<file path="config.mk">
export PLATFORM = sky130hd
export DESIGN_NAME = slrs_status_bank
export DESIGN_NICKNAME = d
export VERILOG_FILES = /design/src/design/slrs_pkg.sv /design/src/design/slrs_status_bank.sv /design/src/design/slrs_alias_decode.sv
export VERILOG_INCLUDE_DIRS = /design/src /design/src/design
export SDC_FILE = /design/constraint.sdc
export NUM_CORES = 1
export LEC_CHECK = 0
export BUFFER_PORTS_ARGS = -buffer_cell sky130_fd_sc_hd__buf_4
export CAP_MARGIN = 20
export CORE_MARGIN = 4
export CORE_UTILIZATION = 43
export CTS_BUF_LIST = sky130_fd_sc_hd__clkbuf_4 sky130_fd_sc_hd__clkbuf_8
export DETAILED_ROUTE_END_ITERATION = 10
export PLACE_DENSITY = 0.67
export SLEW_MARGIN = 10
export SYNTH_ARGS = -nofsm -noshare
export SYNTH_HDL_FRONTEND = slang
export SYNTH_SLANG_ARGS = --single-unit
</file>
<file path="constraint.sdc">
create_clock -name mclk -period 1.7 [get_ports mclk]
set_input_delay 0.17 -clock mclk [delete_from_list [all_inputs] [get_ports mclk]]
set_output_delay 0.17 -clock mclk [all_outputs]
set_load 0.01 [all_outputs]
</file>
<file path="src/design/slrs_params.svh">
// Offsets, field positions, reset values and identity constants of the link status register bank.
// Assumes an 8-bit register port with one-cycle strobes; included by the bank and its decoder.
//
// Behaviour
// - Alias entries hold a 7-bit address in 7:1; matches remap to target address.
// - Alias field zero disables forwarding to that remote target; reset is zero.
// - Auto-acknowledge bit 0 acknowledges every write regardless of lock or remote ack.
// - Writing 1 to control bit 5 clears selftest error counter; self-clears.
// - Writing 1 to control bit 3 clears back-channel error state; self-clears.
// - Control bits 2:0 hold the link detect timer value, reset zero.
// - Init status bit 7 set after init only if fuse checksum valid.
// - Init status bit 6 set once power-up fuse load has finished.
// - General status bit 6 mirrors remote deserializer forward lock.
// - Bit 4 set on link-lost change; cleared by control read or PLL unlock.
// - Bit 3 flags selftest error; selftest counter holds their number.
// - Bit 2 reports forward PLL lock, reset value one.
// - Bit 1 set on back-channel error while link valid; cleared by control read.
// - Bit 0 high while back-channel link valid, reset value one.
// - Pin readback bits 3:0 return present level of pins 3..0.
// - Eight-bit read-only selftest error count at offset 0x54.
// - Sixteen-bit error count, low byte 0x55, high byte 0x56.
// - Alarm bits 5 and 4 flag temperature over/under limit; clear on read.
// - Alarm bits 3 and 2 flag pin1 voltage over/under limit; clear on read.
// - Alarm bits 1 and 0 flag pin0 voltage over/under limit; clear on read.
`ifndef SLRS_PARAMS_SVH
`define SLRS_PARAMS_SVH

`define SLRS_OFF_ALIAS_SIX      8'h47
`define SLRS_OFF_ALIAS_SEVEN    8'h48
`define SLRS_OFF_BC_CONTROL     8'h49
`define SLRS_OFF_VERSION        8'h50
`define SLRS_OFF_INIT_STATUS    8'h51
`define SLRS_OFF_GENERAL_STATUS 8'h52
`define SLRS_OFF_PIN_LEVEL      8'h53
`define SLRS_OFF_SELFTEST_COUNT 8'h54
`define SLRS_OFF_CHECKSUM_LOW   8'h55
`define SLRS_OFF_CHECKSUM_HIGH  8'h56
`define SLRS_OFF_ALARM_FLAGS    8'h57

`define SLRS_BIT_SELFTEST_CLR   5
`define SLRS_BIT_CTRL_SPARE     4
`define SLRS_BIT_BC_ERR_CLR     3
`define SLRS_AUTO_ACK_BIT       0

`define SLRS_RST_ALIAS          8'h00
`define SLRS_RST_TIMER          3'h0
`define SLRS_RST_PLL_LOCKED     1'b1
`define SLRS_RST_LINK_VALID     1'b1

// Arbitrary neutral identity codes
`define SLRS_REVISION_CODE      4'h5
`define SLRS_MASK_CODE          4'ha

`endif

</file>
<file path="src/design/slrs_pkg.sv">
// Types shared by the link status register bank and its alias decoder.
// Assumes the constants header is included by the users of these types.
package slrs_pkg;

    typedef enum logic [1:0] {
        SLRS_INIT_LOAD = 2'b01,
        SLRS_INIT_DONE = 2'b10
    } slrs_init_e;

    typedef struct packed {
        logic       valid;
        logic       is_write;
        logic       remote_ack;
        logic [6:0] addr;
    } slrs_host_req_s;

    typedef struct packed {
        logic       valid;
        logic       ack;
        logic [6:0] addr;
    } slrs_fwd_s;

    typedef struct packed {
        logic temperature_over_limit;
        logic temperature_under_limit;
        logic pin1_voltage_over_limit;
        logic pin1_voltage_under_limit;
        logic pin0_voltage_over_limit;
        logic pin0_voltage_under_limit;
    } slrs_alarm_s;

    typedef struct packed {
        logic [7:0]  alias_six;
        logic [7:0]  alias_seven;
        logic        ctrl_spare;
        logic [2:0]  link_detect_timer_value;
        logic        selftest_error_counter_clear;
        logic        backchannel_error_clear;
        slrs_init_e  init_state;
        logic        config_checksum_ok;
        logic        rx_lock;
        logic        forward_pll_locked;
        logic        backchannel_link_valid;
        logic        link_lost;
        logic        crc_error_seen;
        logic        selftest_error_seen;
        logic [3:0]  pin_level_bits;
        logic [7:0]  selftest_error_tally;
        logic [15:0] checksum_error_tally;
        slrs_alarm_s alarm;
        logic [7:0]  rdata;
        slrs_fwd_s   fwd;
    } slrs_state_s;

endpackage

</file>
<file path="src/design/slrs_status_bank.sv">
// Link status and control register bank with two remote alias decoders.
// Assumes all inputs are synchronous to mclk; event inputs are one-cycle pulses.
//
// Our own choice: the strobed register port.
`timescale 1ns/1ps
`include "slrs_params.svh"
module slrs_status_bank (
    input  wire logic                     mclk,
    input  wire logic                     rst_n,
    input  wire logic [7:0]               reg_addr,
    input  wire logic [7:0]               reg_wdata,
    input  wire logic                     reg_wr,
    input  wire logic                     reg_rd,
    output logic [7:0]                    reg_rdata,
    input  wire slrs_pkg::slrs_host_req_s host_req,
    input  wire logic [1:0][6:0]          target_addr,
    output slrs_pkg::slrs_fwd_s           fwd,
    input  wire logic                     fuse_load_done,
    input  wire logic                     fuse_checksum_valid,
    input  wire logic                     remote_lock,
    input  wire logic                     pll_locked,
    input  wire logic                     bc_link_valid,
    input  wire logic                     bc_error,
    input  wire logic                     bist_mode,
    input  wire logic                     bist_error,
    input  wire logic [3:0]               pin_level,
    input  wire slrs_pkg::slrs_alarm_s    alarm_in,
    output logic [2:0]                    link_detect_timer_value
);
    slrs_pkg::slrs_state_s st;
    slrs_pkg::slrs_state_s next_st;
    logic [1:0][7:0]       alias_regs;
    logic [1:0]            hits;
    slrs_pkg::slrs_fwd_s   fwds [2];
    logic                  wr_ctrl;
    logic                  rd_ctrl;
    logic                  selftest_clr;
    logic                  bc_err_clr;
    logic                  lost_change;

    assign alias_regs = {st.alias_seven, st.alias_six};

    genvar gi;
    generate
        for (gi = 0; gi < 2; gi++) begin : g_alias
            slrs_alias_decode u_dec (
                .alias_entry (alias_regs[gi]),
                .target_addr (target_addr[gi]),
                .host_req    (host_req),
                .hit         (hits[gi]),
                .fwd         (fwds[gi])
            );
        end
    endgenerate

    always_comb begin
        next_st = st;
        wr_ctrl = reg_wr && (reg_addr == `SLRS_OFF_BC_CONTROL);
        rd_ctrl = reg_rd && (reg_addr == `SLRS_OFF_BC_CONTROL);
        selftest_clr = wr_ctrl && reg_wdata[`SLRS_BIT_SELFTEST_CLR];
        bc_err_clr   = wr_ctrl && reg_wdata[`SLRS_BIT_BC_ERR_CLR];
        lost_change  = (bc_link_valid != st.backchannel_link_valid);

        // Entry six wins when both aliases are programmed alike
        if (hits[0]) begin
            next_st.fwd = fwds[0];
        end else if (hits[1]) begin
            next_st.fwd = fwds[1];
        end else begin
            next_st.fwd = '0;
        end

        if (reg_wr && (reg_addr == `SLRS_OFF_ALIAS_SIX)) begin
            next_st.alias_six = reg_wdata;
        end
        if (reg_wr && (reg_addr == `SLRS_OFF_ALIAS_SEVEN)) begin
            next_st.alias_seven = reg_wdata;
        end
        // Clear strobes read back as one for a single cycle only
        next_st.selftest_error_counter_clear = selftest_clr;
        next_st.backchannel_error_clear      = bc_err_clr;
        if (wr_ctrl) begin
            next_st.ctrl_spare              = reg_wdata[`SLRS_BIT_CTRL_SPARE];
            next_st.link_detect_timer_value = reg_wdata[2:0];
        end

        case (st.init_state)
            slrs_pkg::SLRS_INIT_LOAD: begin
                if (fuse_load_done) begin
                    next_st.init_state         = slrs_pkg::SLRS_INIT_DONE;
                    next_st.config_checksum_ok = fuse_checksum_valid;
                end
            end
            slrs_pkg::SLRS_INIT_DONE: begin
                next_st.init_state = slrs_pkg::SLRS_INIT_DONE;
            end
            default: begin
                next_st.init_state = slrs_pkg::SLRS_INIT_LOAD;
            end
        endcase

        next_st.rx_lock                = remote_lock;
        next_st.forward_pll_locked     = pll_locked;
        next_st.backchannel_link_valid = bc_link_valid;
        next_st.pin_level_bits         = pin_level;

        // Set wins over clear for every sticky flag
        if (rd_ctrl || !pll_locked) begin
            next_st.link_lost = 1'b0;
        end
        if (lost_change) begin
            next_st.link_lost = 1'b1;
        end
        if (rd_ctrl || bc_err_clr) begin
            next_st.crc_error_seen = 1'b0;
        end
        if (bc_error && st.backchannel_link_valid) begin
            next_st.crc_error_seen = 1'b1;
        end

        if (selftest_clr) begin
            next_st.selftest_error_tally = 8'h00;
            next_st.selftest_error_seen  = 1'b0;
        end
        if (bist_mode && bist_error) begin
            next_st.selftest_error_seen = 1'b1;
            if (selftest_clr) begin
                next_st.selftest_error_tally = 8'h01;
            end else if (st.selftest_error_tally != 8'hff) begin
                next_st.selftest_error_tally = st.selftest_error_tally + 8'h01;
            end
        end

        if (bc_err_clr) begin
            next_st.checksum_error_tally = 16'h0000;
        end
        if (bc_error) begin
            if (bc_err_clr) begin
                next_st.checksum_error_tally = 16'h0001;
            end else if (st.checksum_error_tally != 16'hffff) begin
                next_st.checksum_error_tally = st.checksum_error_tally + 16'h0001;
            end
        end

        if (reg_rd && (reg_addr == `SLRS_OFF_ALARM_FLAGS)) begin
            next_st.alarm = '0;
        end
        next_st.alarm = next_st.alarm | alarm_in;

        next_st.rdata = 8'h00;
        if (reg_rd) begin
            case (reg_addr)
                `SLRS_OFF_ALIAS_SIX:      next_st.rdata = st.alias_six;
                `SLRS_OFF_ALIAS_SEVEN:    next_st.rdata = st.alias_seven;
                `SLRS_OFF_BC_CONTROL:     next_st.rdata = {2'b00, st.selftest_error_counter_clear, st.ctrl_spare,
                                                           st.backchannel_error_clear, st.link_detect_timer_value};
                `SLRS_OFF_VERSION:        next_st.rdata = {`SLRS_REVISION_CODE, `SLRS_MASK_CODE};
                `SLRS_OFF_INIT_STATUS:    next_st.rdata = {st.config_checksum_ok,
                                                           (st.init_state == slrs_pkg::SLRS_INIT_DONE), 6'h00};
                `SLRS_OFF_GENERAL_STATUS: next_st.rdata = {1'b0, st.rx_lock, 1'b0, st.link_lost,
                                                           st.selftest_error_seen, st.forward_pll_locked,
                                                           st.crc_error_seen, st.backchannel_link_valid};
                `SLRS_OFF_PIN_LEVEL:      next_st.rdata = {4'h0, st.pin_level_bits};
                `SLRS_OFF_SELFTEST_COUNT: next_st.rdata = st.selftest_error_tally;
                `SLRS_OFF_CHECKSUM_LOW:   next_st.rdata = st.checksum_error_tally[7:0];
                `SLRS_OFF_CHECKSUM_HIGH:  next_st.rdata = st.checksum_error_tally[15:8];
                `SLRS_OFF_ALARM_FLAGS:    next_st.rdata = {2'b00, st.alarm};
                default:                  next_st.rdata = 8'h00;
            endcase
        end
    end

    always_ff @(posedge mclk) begin
        if (!rst_n) begin
            st                         <= '0;
            st.alias_six               <= `SLRS_RST_ALIAS;
            st.alias_seven             <= `SLRS_RST_ALIAS;
            st.link_detect_timer_value <= `SLRS_RST_TIMER;
            st.init_state              <= slrs_pkg::SLRS_INIT_LOAD;
            st.forward_pll_locked      <= `SLRS_RST_PLL_LOCKED;
            st.backchannel_link_valid  <= `SLRS_RST_LINK_VALID;
        end else begin
            st <= next_st;
        end
    end

    assign reg_rdata               = st.rdata;
    assign fwd                     = st.fwd;
    assign link_detect_timer_value = st.link_detect_timer_value;
endmodule

</file>
<file path="src/design/slrs_alias_decode.sv">
// One remote target alias decoder: compares a host address with an alias entry.
// Assumes the host request is synchronous to the bank clock; purely combinational.
`timescale 1ns/1ps
`include "slrs_params.svh"
module slrs_alias_decode (
    input  wire logic [7:0]              alias_entry,
    input  wire logic [6:0]              target_addr,
    input  wire slrs_pkg::slrs_host_req_s host_req,
    output logic                         hit,
    output slrs_pkg::slrs_fwd_s          fwd
);
    logic enabled;

    always_comb begin
        enabled  = (alias_entry[7:1] != 7'h00);
        hit      = host_req.valid && enabled && (host_req.addr == alias_entry[7:1]);
        fwd.valid = hit;
        fwd.addr  = target_addr;
        // Debug mode: a write is acknowledged locally even with no lock
        fwd.ack   = hit && ((host_req.is_write && alias_entry[`SLRS_AUTO_ACK_BIT])
                            || host_req.remote_ack);
    end
endmodule

</file>
* Yosys cells after proc, flatten, opt, wreduce, memory -nomap -nowiden *
Index checks and enable logic that the tools add are counted.

word-level totals
  register bits after elaboration = 82
  output and inout bits = 20
  bits of input ports = 62
  logic and storage cells = 98

cells by class
  eq/ne operators = 19
  multiplexer cells = 20
  bitwise gates (word level) = 1
  reductions and logical operators = 29
  $add $sub $neg = 2

operator list
  kind                                                  number
  equality test 8 x 7 -> 1 bit (second input constant)  11
  one-hot mux 8 bit (11 select lines)                   1
  2-to-1 mux 16 bit                                     4
  2-to-1 mux 8 bit                                      4
  2-to-1 mux 9 bit                                      2
  logical AND 1 bit                                     17
  adder 16 x 1 -> 16 bit (second input constant)        1
  != test 16 bit (second input constant)                1
  equality test 7 bit                                   2
  nonzero test 7 bit                                    2
  adder 8 x 1 -> 8 bit (second input constant)          1
  != test 8 bit (second input constant)                 1
  2-to-1 mux 1 bit                                      6
  2-to-1 mux 6 bit                                      1
  bitwise OR 6 bit                                      1
  nonzero test 2 bit                                    3
  logical OR 1 bit                                      4
  one-hot mux 2 bit (2 select lines)                    1
  AND reduction 2 bit                                   2
  2-to-1 mux 3 bit                                      1
  equality test 2 x 1 -> 1 bit (second input constant)  1
  equality test 2 bit (second input constant)           1
  != test 2 bit (second input constant)                 1
  zero test 1 bit                                       1
  != test 1 bit                                         1

* Logic depth before layout (Yosys ltp) *
Gate-level depths: netlist of the first run.

  depth in word-level cells = 7
  gate-level depth with buffers = 8
  mapped depth without buffers = 7

* Cells and area by module *
From an unflattened synthesis of the first run, not the netlist that was laid out.

unflattened totals
  cells, all modules = 513
  area total of the unflattened synthesis = 4362.9 um^2

modules (own cells, without submodules)
  module             cells an instance  times used  area each (um^2)  sequential area each (um^2)
  slrs_status_bank   469                1           4022.6            1641.6
  slrs_alias_decode  22                 2           170.2             0.0

* Worst setup path before layout of the first run *
No wires, ideal clock.

  kind = reg-to-reg
  start = register st[23] (netlist name)
  end = register st[32] (netlist name)
  path buffers = 2
  period minus slack after synthesis = 1.791 ns
  arrival time = 1.676 ns
  required time = 1.585 ns
  slack = -0.091 ns
  cell stages (with the launch flop) = 9
  library setup time = 0.115 ns
  path through = dfxtp_1 ha_1 and4_1 and4_1 clkbuf_1 buf_2 nor3b_1 xnor2_1 nor2_2

between the ends
  word-level cells in the longest chain between the ends = 4
  elaborated cells between the ends (all ways) = 5
  those cells by class = 1 x add/sub; 1 x eq/ne; 3 x mux

ends and longest elaborated chain
  item                                                      RTL line                                          text
  start: declaration                                        slrs_status_bank.sv:30                            slrs_pkg::slrs_state_s st;
  start signal: assignment                                  slrs_status_bank.sv:183                           st <= next_st;
  adder 16 x 1 -> 16 bit or != test 16 bit (tied branches)  slrs_status_bank.sv:141, slrs_status_bank.sv:140
  2-to-1 mux 16 bit (*)                                     slrs_status_bank.sv:140                           end else if (st.checksum_error_tally != 16'hffff) begin
  2-to-1 mux 16 bit (*)                                     slrs_status_bank.sv:138                           if (bc_err_clr) begin
  2-to-1 mux 16 bit (*)                                     slrs_status_bank.sv:137                           if (bc_error) begin

Every way passes the cells marked *; elsewhere a longest branch is shown, timed or not.
A chain may end at the register's enable or synchronous reset.

* Final worst setup path of the first run *
  start = register st[23] (netlist name)
  end = register st[26] (netlist name)

The elaborated chain is that of the path after synthesis.

==> impl_metrics.sql, run 1 <==
INSERT INTO impl_metrics (metric_group, metric, value, unit) VALUES
('synthesis', 'syn-num-nets', '543', ''),
('clock_network', 'tritoncts.num_buffers', '9', ''),
('worst_setup_path', 'path_class', 'flip-flop to flip-flop', ''),
('floorplanning', 'die-height', '106.6', 'microns'),
('sta', 'worst_slew_pin_slew', '1024', 'ps'),
('job', 'drv_cap', '0', ''),
('sta', 'post-route-period-util', '0.9481', ''),
('clock_network', 'root_buffer', 'sky130_fd_sc_hd__clkbuf_8', ''),
('clock_network', 'cts_buffer_depth', '2', ''),
('finish', 'fin_area', '0.005406', 'sq mm'),
('worst_setup_path', 'slowest_stage', 'sky130_fd_sc_hd__or3_1', ''),
('floorplanning', 'initial_utilization', '0.4478', ''),
('clock_network', 'clkSlewWorstSetupHoldPaths', '80', 'ps'),
('worst_setup_path', 'timing.rr.end', 'st[26]', ''),
('synthesis', 'synth.ff_latch_count', '82', ''),
('sta', 'finalSetupTns', '0', 'ps'),
('worst_setup_path', 'crit_arrival', '1910', 'ps'),
('route', 'vias_per_cell', '5.353', ''),
('synthesis', 'post_synth_instance_area', '0.004177', 'sq mm'),
('finish', 'num_antenna_cells', '0', ''),
('sta', 'postLayoutSetupSlackWorst', '88.25', 'ps'),
('synthesis', 'post_synth_inst_count', '477', ''),
('clock_network', 'insertion_delay', '370', 'ps'),
('worst_setup_path', 'crit_path_start', 'st[23]', ''),
('worst_setup_path', 'required', '2000', 'ps'),
('route', 'antenna_left', '0', ''),
('clock_network', 'postCtsSetupBuffers', '0', ''),
('route', 'drc', '0', ''),
('worst_setup_path', 'crit_chain', 'ha_2, and4_4, and4_4, buf_4, or3_1, a21oi_1', ''),
('power', 'pwr_dens', '766.9', 'mW/mm^2'),
('power', 'power.leakage', '2.181', 'nW'),
('global_route', 'grt.total_usage', '0.2039', ''),
('synthesis', 'syn_avg_cell_area', '8.756', 'sq um'),
('placed_design', 'dpl_cell_area', '0.005110', 'sq mm'),
('sta', 'maxClockFrequency', '620.4', 'MHz'),
('global_route', 'number_of_global_route_vias_before_repair', '3734', ''),
('floorplanning', 'die-width', '106.6', 'microns'),
('route', 'postRouteWirelength', '11390', 'microns'),
('global_route', 'grt_pass1_wl', '18440', 'microns'),
('power', 'vdd_drop_max', '0.8462', 'mV'),
('worst_setup_path', 'r2r_setup_slack', '90', 'ps'),
('placed_design', 'placed_cells', '690', ''),
('synthesis', 'synth_cell_types', '59', ''),
('worst_setup_path', 'setup.worst_path.end_class', 'flip-flop', ''),
('placed_design', 'port_buffers', '81', ''),
('sta', 'max_slew_margin', '0.3063', ''),
('worst_setup_path', 'r2r-start', 'st[23]', ''),
('floorplanning', 'core_area', '0.009328', 'sq mm'),
('status', 'outcome', 'complete, no violations', ''),
('floorplanning', 'io_pins', '82', ''),
('sta', 'period_needed', '1612', 'ps'),
('synthesis', 'synth.yosys.seq_area_share', '0.3930', ''),
('worst_setup_path', 'setup.worst_path.end', 'st[26]', ''),
('synthesis', 'ys_async_sr_fraction', '0', ''),
('route', 'dr.pass1.iters', '7', ''),
('clock_network', 'cts_sinks', '82', ''),
('worst_setup_path', 'worst_r2r_path_depth', '6', ''),
('placed_design', 'gp_congestion', '0.8830', ''),
('finish', 'drive_gt1_frac', '0.3121', ''),
('worst_setup_path', 'cp-start-kind', 'flip-flop', ''),
('finish', 'fin_cells', '709', ''),
('finish', 'layout-area-overhead-vs-synth', '29.45', '%'),
('placed_design', 'place_worst_setup_slack', '-145.1', 'ps'),
('floorplanning', 'row_count', '35', ''),
('worst_setup_path', 'crit_path_max_incr_delay', '340', 'ps'),
('global_route', 'grt_start_max_net_pins', '34', ''),
('synthesis', 'synth_edf_count', '0', ''),
('synthesis', 'synthesis.yosys.warnings', '0', ''),
('clock_network', 'h_tree_level_count', '3', ''),
('route', 'wl_per_cell', '16.06', 'microns'),
('route', 'drtIter0Drc', '272', '');
layout make-up:
type | count | area (sq um)
fill | 839 | 3921
multi-input combinational | 342 | 2303
sequential | 82 | 1645
timing repair buffer | 127 | 1011
tap | 129 | 161.4
clock buffer | 11 | 151.4
clock inverter | 5 | 85.08
inverter | 13 | 48.80
report_power, final:
part | leakage (nW) | switching (mW) | total [mW] | internal [mW]
registers | 0.668 | 0.0293 | 2.00 | 1.97
clock network | 0.116 | 0.749 | 1.66 | 0.915
logic | 1.40 | 0.239 | 0.487 | 0.248
cell families after synthesis:
logic type	Yosys count	synth area share
AOI/OAI and AO/OA	91	0.1474
xor gates and xnor gates	27	0.05662
adders and majority gates	4	0.01198
buffers and inverters	53	0.06950
DFF	82	0.3930
muxes	31	0.07549
and+or+nand+nor	189	0.2460
stage by stage:
stage / power (mW) / hold slack, ps / utilization
after floorplan: 2.283 / 243.0 / -
after global placement: 2.499 / 372.3 / 0.5478
after detailed placement: 2.515 / 379.2 / 0.5478
after CTS: 4.167 / 4.677 / 0.5767
after global routing: 4.303 / 1.639 / 0.5796
final: 4.146 / 7.227 / 0.5796
cells in the final DEF (no fill, tap or decap), types with 3 or more instances in the layout:
cell                            count
sky130_fd_sc_hd__and4_1             3
sky130_fd_sc_hd__a31oi_1            3
sky130_fd_sc_hd__nor2_2            10
sky130_fd_sc_hd__dfxtp_1           79
sky130_fd_sc_hd__a211oi_1           4
sky130_fd_sc_hd__a21oi_1           34
sky130_fd_sc_hd__a22o_1             3
sky130_fd_sc_hd__nor2_1            40
sky130_fd_sc_hd__and3_1             3
sky130_fd_sc_hd__nand2b_1           5
sky130_fd_sc_hd__nor3_1             8
sky130_fd_sc_hd__xnor2_1           16
sky130_fd_sc_hd__o21ai_0            5
sky130_fd_sc_hd__inv_1             13
sky130_fd_sc_hd__and2_1             9
sky130_fd_sc_hd__nand3_1           23
sky130_fd_sc_hd__xor2_1            11
sky130_fd_sc_hd__mux2i_1           27
sky130_fd_sc_hd__mux2_2             4
sky130_fd_sc_hd__clkbuf_8          11
sky130_fd_sc_hd__nand2_1           45
sky130_fd_sc_hd__dlygate4sd3_1      3
sky130_fd_sc_hd__ha_1               3
sky130_fd_sc_hd__buf_4            120
sky130_fd_sc_hd__a22oi_1            9
sky130_fd_sc_hd__nand3b_1           3
sky130_fd_sc_hd__buf_12             4
sky130_fd_sc_hd__nor3_2             5
sky130_fd_sc_hd__o22ai_1            4
sky130_fd_sc_hd__o2bb2ai_1          5
sky130_fd_sc_hd__nor4_1             3
sky130_fd_sc_hd__nor2b_1            5
sky130_fd_sc_hd__nand4_1            8
sky130_fd_sc_hd__dfxtp_2            3
sky130_fd_sc_hd__a32oi_1            5
how the worst min path moves through the flow:
stage                        from     end  cells after the start
finish                alarm_in[3]  st[20]                      3
global route        bc_link_valid  st[54]                      2
CTS                   alarm_in[3]  st[20]                      3
detailed placement  bc_link_valid  st[54]                      2
global placement    bc_link_valid  st[54]                      2
floorplan                   rst_n  st[54]                      1
synth_stat cells, types with 3 or more instances:
library cell | number | share of area
sky130_fd_sc_hd__xor2_1 | 11 | 0.023
sky130_fd_sc_hd__nor3_1 | 12 | 0.014
sky130_fd_sc_hd__a31oi_1 | 3 | 0.0045
sky130_fd_sc_hd__and3_1 | 3 | 0.0045
sky130_fd_sc_hd__dfxtp_1 | 82 | 0.39
sky130_fd_sc_hd__xnor2_1 | 16 | 0.034
sky130_fd_sc_hd__nand3_1 | 23 | 0.028
sky130_fd_sc_hd__o2bb2ai_1 | 5 | 0.010
sky130_fd_sc_hd__o21ai_0 | 5 | 0.0060
sky130_fd_sc_hd__a22oi_1 | 9 | 0.016
sky130_fd_sc_hd__a41oi_1 | 3 | 0.0063
sky130_fd_sc_hd__a32oi_1 | 5 | 0.010
sky130_fd_sc_hd__clkbuf_1 | 10 | 0.0090
sky130_fd_sc_hd__inv_1 | 13 | 0.012
sky130_fd_sc_hd__nor2_1 | 40 | 0.036
sky130_fd_sc_hd__nor2_2 | 10 | 0.015
sky130_fd_sc_hd__buf_4 | 20 | 0.036
sky130_fd_sc_hd__nand4_1 | 8 | 0.012
sky130_fd_sc_hd__a22o_1 | 3 | 0.0063
sky130_fd_sc_hd__nor2b_1 | 6 | 0.0090
sky130_fd_sc_hd__nand2_1 | 45 | 0.040
sky130_fd_sc_hd__a21oi_1 | 35 | 0.042
sky130_fd_sc_hd__and2_1 | 9 | 0.013
sky130_fd_sc_hd__ha_1 | 4 | 0.012
sky130_fd_sc_hd__mux2i_1 | 27 | 0.065
sky130_fd_sc_hd__nand3b_1 | 3 | 0.0054
sky130_fd_sc_hd__o22ai_1 | 4 | 0.0060
sky130_fd_sc_hd__nand2b_1 | 5 | 0.0075
sky130_fd_sc_hd__and4_1 | 5 | 0.010
sky130_fd_sc_hd__a211oi_1 | 4 | 0.0072
sky130_fd_sc_hd__mux2_2 | 4 | 0.011
sky130_fd_sc_hd__buf_2 | 7 | 0.0084
sky130_fd_sc_hd__nor4_1 | 4 | 0.0060
what timing repair did:
| item | 4_1_cts | 5_1_grt |
|---|---|---|
| hold endpoints to repair | 3 | 0 |
| endpoints found under the setup margin | 1 | 11 |
| hold buffers | 3 | 0 |
| resized for setup | 1 | 9 |
| pin swaps | 0 | 2 |
layer usage:
layer | wire length, microns | vias up | track usage
li1 | - | 1871 | -
met1 | 5186 | 1762 | 0.2752
met2 | 5185 | 145 | 0.3122
met3 | 879 | 17 | 0.06800
met4 | 138 | 0 | 0.05571
met5 | 0 | - | 0
critical path: cells and delay by family (launching register included):
family,cells,cell delay [ps]
and+or+nand+nor,3,730
DFF,1,320
adders and majority gates,1,190
buffers and inverters,1,150
AOI/OAI and AO/OA,1,150
state kept, by name (all words and copies together) (netlist names):
signal,flops
reg_rdata,8
alias_regs,16
link_detect_timer_value,3
st,46
fwd,9
Note: power is estimated with default switching activity, not from simulation.
==> run 2: changes to the inputs <==
--- a/config.mk
+++ b/config.mk
@@ -8,7 +8,6 @@
 export LEC_CHECK = 0
 export BUFFER_PORTS_ARGS = -buffer_cell sky130_fd_sc_hd__buf_4
 export CAP_MARGIN = 20
-export CORE_MARGIN = 4
 export CORE_UTILIZATION = 43
 export CTS_BUF_LIST = sky130_fd_sc_hd__clkbuf_4 sky130_fd_sc_hd__clkbuf_8
 export DETAILED_ROUTE_END_ITERATION = 10
==> run 2 against run 1 <==
Compared with the run above:
- non-clock buffer count shrank 8
- final cell count shrank 1.1%
- clock skew shrank 4.4 ps
- sequential share of layout area grew 0.65 points
- first-iteration DRC count shrank 26%
- worst setup slack lost 22 ps
- via count shrank 1.0%
- die area shrank 11%
- highest routed layer unchanged
- flip-flop and latch count is the same
- global-route usage grew 2.3 points
==> impl_metrics.sql, run 2 (synthesis results as in run 1) <==
INSERT INTO impl_metrics (metric_group, metric, value, unit) VALUES
('clock_network', 'cts_tree', 'done', ''),
('finish', 'largest-register', 'st', ''),
('clock_network', 'root_buffer', 'sky130_fd_sc_hd__clkbuf_8', ''),
('sta', 'maxClockFrequency', '612.0', 'MHz'),
('finish', 'final_cell_mix', 'sky130_fd_sc_hd__buf_4, sky130_fd_sc_hd__dfxtp_1, sky130_fd_sc_hd__nand2_1, sky130_fd_sc_hd__nor2_1, sky130_fd_sc_hd__a21oi_1', ''),
('clock_network', 'h_tree_level_count', '3', ''),
('floorplanning', 'io_pins', '82', ''),
('sta', 'max_slew_margin', '0.7206', ''),
('sta', 'worst_slew_pin_slew', '413.6', 'ps'),
('sta', 'fin_worst_hold_slack', '21.82', 'ps'),
('route', 'postRouteWirelength', '10680', 'microns'),
('sta', 'final_hold_viol_count', '0', ''),
('floorplanning', 'die-area', '0.01011', 'sq mm'),
('route', 'antenna_left', '0', ''),
('hold_path', 'hold_class', 'primary input to flip-flop', ''),
('sta', 'period_needed', '1634', 'ps'),
('sta', 'report.final.setup_viol', '0', ''),
('route', 'drc', '0', ''),
('global_route', 'grt_pass1_wl', '17790', 'microns'),
('floorplanning', 'row_count', '35', ''),
('global_route', 'grt_start_max_net_pins', '28', ''),
('clock_network', 'postCtsSetupBuffers', '0', ''),
('finish', 'fillers', '829', ''),
('clock_network', 'cts_sinks', '82', ''),
('floorplanning', 'initial_utilization', '0.4478', ''),
('worst_setup_path', 'worst_r2r_path_depth', '6', ''),
('route', 'vias_per_cell', '5.358', ''),
('finish', 'fin_cells', '701', ''),
('finish', 'seqCellArea', '0.001647', 'sq mm'),
('route', 'wl_per_cell', '15.24', 'microns'),
('finish', 'post-route-util', '0.5679', ''),
('placed_design', 'port_buffers', '81', ''),
('floorplanning', 'core_area', '0.009328', 'sq mm'),
('job', 'drv_cap', '0', ''),
('global_route', 'initial_antenna_violation_count', '0', ''),
('finish', 'layout-area-overhead-vs-synth', '26.84', '%'),
('power', 'power.leakage', '2.127', 'nW'),
('finish', 'num_antenna_cells', '0', ''),
('sta', 'clock-skew-final', '12.30', 'ps'),
('floorplanning', 'die-width', '100.6', 'microns'),
('clock_network', 'clkSlewWorstSetupHoldPaths', '80', 'ps'),
('finish', 'multi_input_comb_area', '0.002316', 'sq mm'),
('route', 'dr.pass1.iters', '4', ''),
('route', 'route.vias.total', '3756', ''),
('power', 'pwr_dens', '708.6', 'mW/mm^2'),
('status', 'outcome', 'complete, no violations', ''),
('worst_setup_path', 'path_class', 'flip-flop to flip-flop', ''),
('sta', 'timing_max_transition_violations_final', '0', ''),
('worst_setup_path', 'crit_arrival', '1920', 'ps'),
('route', 'drtIter0Drc', '202', ''),
('hold_path', 'worst_hold_path.num_cells', '2', ''),
('placed_design', 'gp_congestion', '0.8447', ''),
('finish', 'fin_area', '0.005298', 'sq mm'),
('sta', 'grt_setup_unrepaired', 'true', ''),
('worst_setup_path', 'cp-start-kind', 'flip-flop', ''),
('finish', 'number_of_flip_flops_in_the_largest_register', '46', ''),
('global_route', 'number_of_global_route_vias_before_repair', '3661', ''),
('global_route', 'grt.overflow.total', '0', ''),
('finish', 'finalNetCount', '633', ''),
('global_route', 'grt.total_usage', '0.2270', ''),
('floorplanning', 'die-height', '100.6', 'microns'),
('placed_design', 'placed_cells', '684', ''),
('worst_setup_path', 'required', '1990', 'ps'),
('sta', 'post-route-period-util', '0.9611', ''),
('placed_design', 'detailedPlacementHpwl', '8282', 'microns'),
('finish', 'drive_gt1_frac', '0.3077', ''),
('power', 'vdd_drop_max', '0.3102', 'mV'),
('placed_design', 'dpl_cell_area', '0.005065', 'sq mm'),
('worst_setup_path', 'setup.worst_path.end_class', 'flip-flop', ''),
('finish', 'final_common_cell', 'sky130_fd_sc_hd__buf_4', ''),
('clock_network', 'insertion_delay', '360', 'ps'),
('worst_setup_path', 'worst-path-max-fanout', '6', ''),
('clock_network', 'tritoncts.num_buffers', '9', ''),
('clock_network', 'cts_buffer_depth', '2', '');
## run 2: cell types whose count changed in the layout (fill, tap and decap cells not counted), sizes merged
cell,previous run,this run
bufinv,2,0
clkinv,1,3
buf,124,118
dlygate4sd3,3,1
clkinvlp,1,2
inv,14,13
## run 2: timing repair
action	CTS	global route
endpoints found under the setup margin	1	17
endpoints found under the hold margin	1	0
resized for setup	1	13
pin swaps	0	1
gates cloned	0	0
hold buffers	1	0
## run 2: layout make-up
cell class,instances,share of cell area
Multi-Input combinational cell,342,0.4372
Sequential cell,82,0.3108
Clock inverter,5,0.005668
Tap cell,129,0.03047
Timing Repair Buffer,119,0.1793
Inverter,13,0.009211
Clock buffer,11,0.02740
## run 2: worst paths after layout
path / from / end / slack (ps)
max: st[23] / st[26] / 70
max reg2reg: st[23] / st[26] / 70
min: remote_lock / st[56] / 20
min reg2reg: st[51] / st[51] / 460
## run 2: per-stage QoR
step	power (mW)	setup WS [ps]	setup TNS [ps]
detailed placement	2.504	-105.3	-1733
global placement	2.491	-44.12	-190.1
floorplan	2.283	0.4335	0
global route	3.924	-3.557	-3.557
CTS	3.791	9.968	0
finish	3.754	66.07	0
## run 2: worst max-delay path: stages (launching register included)
cell and delay (ps):
sky130_fd_sc_hd__dfxtp_2 330, sky130_fd_sc_hd__ha_2 190, sky130_fd_sc_hd__and4_1 200, sky130_fd_sc_hd__and4_4 210
sky130_fd_sc_hd__buf_4 160, sky130_fd_sc_hd__or3_1 350, sky130_fd_sc_hd__a21oi_1 120
## run 2: routing by layer
metal	vias up	track usage	part of all wire
li1	1861	-	-
met1	1762	0.3023	0.47
met2	114	0.3556	0.45
met3	19	0.06172	0.059
met4	0	0.07581	0.019
met5	-	0	0
## run 2: report_power, final
| group | leakage, nW | internal, mW | switching [mW] |
|---|---|---|---|
| logic | 1.37 | 0.239 | 0.238 |
| registers | 0.668 | 1.97 | 0.0275 |
| clock network | 0.0885 | 0.579 | 0.704 |
==> run 3: changes to the inputs <==
--- a/config.mk
+++ b/config.mk
@@ -8,10 +8,10 @@
 export LEC_CHECK = 0
 export BUFFER_PORTS_ARGS = -buffer_cell sky130_fd_sc_hd__buf_4
 export CAP_MARGIN = 20
-export CORE_UTILIZATION = 43
+export CORE_UTILIZATION = 30
 export CTS_BUF_LIST = sky130_fd_sc_hd__clkbuf_4 sky130_fd_sc_hd__clkbuf_8
 export DETAILED_ROUTE_END_ITERATION = 10
-export PLACE_DENSITY = 0.67
+export PLACE_DENSITY = 0.5
 export SLEW_MARGIN = 10
 export SYNTH_ARGS = -nofsm -noshare
 export SYNTH_HDL_FRONTEND = slang
==> run 3 against run 2 <==
Compared with the run above:
- hold slack got worse by 8.3 ps
- flip-flop and latch count did not move
- non-clock buffer count rose by 17
- critical endpoint is now st[25]
- highest routed layer unchanged
==> impl_metrics.sql, run 3 (synthesis results as in run 1) <==
INSERT INTO impl_metrics (metric_group, metric, value, unit) VALUES
('placed_design', 'gp_congestion', '0.8218', ''),
('worst_setup_path', 'path_class', 'flip-flop to flip-flop', ''),
('finish', 'number_of_flip_flops_in_the_largest_register', '46', ''),
('global_route', 'grt.total_usage', '0.1793', ''),
('clock_network', 'clkSlewWorstSetupHoldPaths', '80', 'ps'),
('sta', 'maxClockFrequency', '628.9', 'MHz'),
('sta', 'max_slew_margin', '0.6811', ''),
('global_route', 'number_of_global_route_vias_before_repair', '3744', ''),
('worst_setup_path', 'required', '1980', 'ps'),
('worst_setup_path', 'worst-path-max-fanout', '5', ''),
('worst_setup_path', 'setup.worst_path.end_class', 'flip-flop', ''),
('sta', 'worst_slew_pin_slew', '477.9', 'ps'),
('finish', 'fin_area', '0.005558', 'sq mm'),
('floorplanning', 'io_pins', '82', ''),
('finish', 'largest-register', 'st', ''),
('route', 'drtIter0Drc', '280', ''),
('finish', 'finalNetCount', '650', ''),
('finish', 'drive_gt1_frac', '0.3005', ''),
('placed_design', 'placed_cells', '735', ''),
('hold_path', 'worst_hold_startpoint', 'alarm_in[5]', ''),
('power', 'pwr_dens', '753.6', 'mW/mm^2'),
('floorplanning', 'core_area', '0.01340', 'sq mm'),
('sta', 'timing_max_transition_violations_final', '0', ''),
('sta', 'grt_setup_unrepaired', 'false', ''),
('job', 'drv_cap', '0', ''),
('worst_setup_path', 'crit_path_start', 'st[23]', ''),
('status', 'outcome', 'complete, no violations', ''),
('power', 'power.leakage', '2.221', 'nW'),
('placed_design', 'dpl_cell_area', '0.005154', 'sq mm'),
('floorplanning', 'die-width', '120.0', 'microns'),
('sta', 'post-route-period-util', '0.9354', ''),
('clock_network', 'cts_sinks', '82', ''),
('floorplanning', 'initial_utilization', '0.3117', ''),
('finish', 'final_common_cell', 'sky130_fd_sc_hd__buf_4', ''),
('floorplanning', 'die-height', '120.0', 'microns'),
('route', 'postRouteWirelength', '12060', 'microns'),
('clock_network', 'insertion_delay', '380', 'ps'),
('global_route', 'grt_start_max_net_pins', '24', ''),
('sta', 'period_needed', '1590', 'ps'),
('worst_setup_path', 'r2r-start', 'st[23]', ''),
('finish', 'layout-area-overhead-vs-synth', '33.07', '%'),
('global_route', 'grt.overflow.total', '0', ''),
('route', 'route.vias.total', '3799', ''),
('route', 'drc', '0', ''),
('route', 'vias_per_cell', '4.966', ''),
('worst_setup_path', 'crit_arrival', '1870', 'ps'),
('sta', 'finalSetupTns', '0', 'ps'),
('clock_network', 'h_tree_level_count', '3', ''),
('worst_setup_path', 'cp-start-kind', 'flip-flop', ''),
('clock_network', 'tritoncts.num_buffers', '9', ''),
('finish', 'num_antenna_cells', '0', ''),
('hold_path', 'hold_class', 'primary input to flip-flop', ''),
('clock_network', 'root_buffer', 'sky130_fd_sc_hd__clkbuf_8', ''),
('route', 'dr.pass1.iters', '7', ''),
('sta', 'final_hold_viol_count', '0', ''),
('finish', 'fin_cells', '765', ''),
('global_route', 'initial_antenna_violation_count', '0', ''),
('sta', 'fin_worst_hold_slack', '13.51', 'ps'),
('route', 'antenna_left', '0', ''),
('route', 'wl_per_cell', '15.76', 'microns'),
('floorplanning', 'die-area', '0.01440', 'sq mm'),
('placed_design', 'detailedPlacementHpwl', '9141', 'microns'),
('global_route', 'grt_pass1_wl', '19660', 'microns'),
('finish', 'final_cell_mix', 'sky130_fd_sc_hd__buf_4, sky130_fd_sc_hd__dfxtp_1, sky130_fd_sc_hd__nand2_1, sky130_fd_sc_hd__nor2_1, sky130_fd_sc_hd__a21oi_1', ''),
('sta', 'clock-skew-final', '11.34', 'ps'),
('clock_network', 'cts_buffer_depth', '2', ''),
('power', 'vdd_drop_max', '0.3335', 'mV'),
('placed_design', 'port_buffers', '81', ''),
('sta', 'report.final.setup_viol', '0', ''),
('clock_network', 'cts_tree', 'done', ''),
('clock_network', 'postCtsSetupBuffers', '0', ''),
('floorplanning', 'row_count', '42', '');
[run 3: changes by cell type in the layout (fill, tap and decap cells not counted), moves of 2 or more]
cell / delta
sky130_fd_sc_hd__buf_4: +5
sky130_fd_sc_hd__clkinv_2: -2
sky130_fd_sc_hd__clkbuf_8: +2
sky130_fd_sc_hd__dlygate4sd3_1: +13
sky130_fd_sc_hd__bufinv_16: +2
[run 3: layout make-up]
type | count | area (sq um)
Multi-Input combinational cell | 342 | 2300
Tap cell | 176 | 220.2
Clock buffer | 12 | 165.2
Fill cell | 1330 | 7843
Clock inverter | 4 | 72.57
Inverter | 13 | 48.80
Timing Repair Buffer | 136 | 1106
Sequential cell | 82 | 1645
[run 3: power breakdown]
part	internal, mW	switching [mW]
registers	1.97	0.0300
logic	0.256	0.246
clock network	0.945	0.745
[run 3: repair_timing]
| item | 4_1_cts | 5_1_grt |
|---|---|---|
| setup endpoints to repair | 4 | 10 |
| hold endpoints to repair | 13 | 1 |
| resized for setup | 3 | 7 |
| gates cloned | 0 | 0 |
| hold buffers | 13 | 1 |
| pin swaps | 0 | 2 |
[run 3: metal layers]
metal  GRT usage  wire, microns
met5           0              0
met4     0.04219            100
met3     0.05846            640
met2      0.2705           5394
met1      0.2454           5925
[run 3: final timing paths]
kind | end | slack (ps) | cells past startpoint
max | st[25] | 110 | 7
min | st[22] | 10 | 3
max reg2reg | st[25] | 110 | 7
min reg2reg | st[57] | 460 | 2
[run 3: per-stage QoR]
step | setup slack, ps | utilization | power (mW)
floorplan | 0.4335 | - | 2.283
global placement | -76.83 | 0.3846 | 2.503
detailed placement | -79.46 | 0.3846 | 2.515
CTS | 30.82 | 0.4124 | 4.239
global route | 10.91 | 0.4148 | 4.398
finish | 109.8 | 0.4148 | 4.189
[run 3: worst max-delay path, stage by stage (launching register included)]
cell and delay (ps):
sky130_fd_sc_hd__dfxtp_1 370, sky130_fd_sc_hd__ha_4 160, sky130_fd_sc_hd__and4_4 230, sky130_fd_sc_hd__and4_4 250, sky130_fd_sc_hd__buf_4 130, sky130_fd_sc_hd__nand3b_1 120
sky130_fd_sc_hd__xor2_1 180, sky130_fd_sc_hd__nor2_2 40
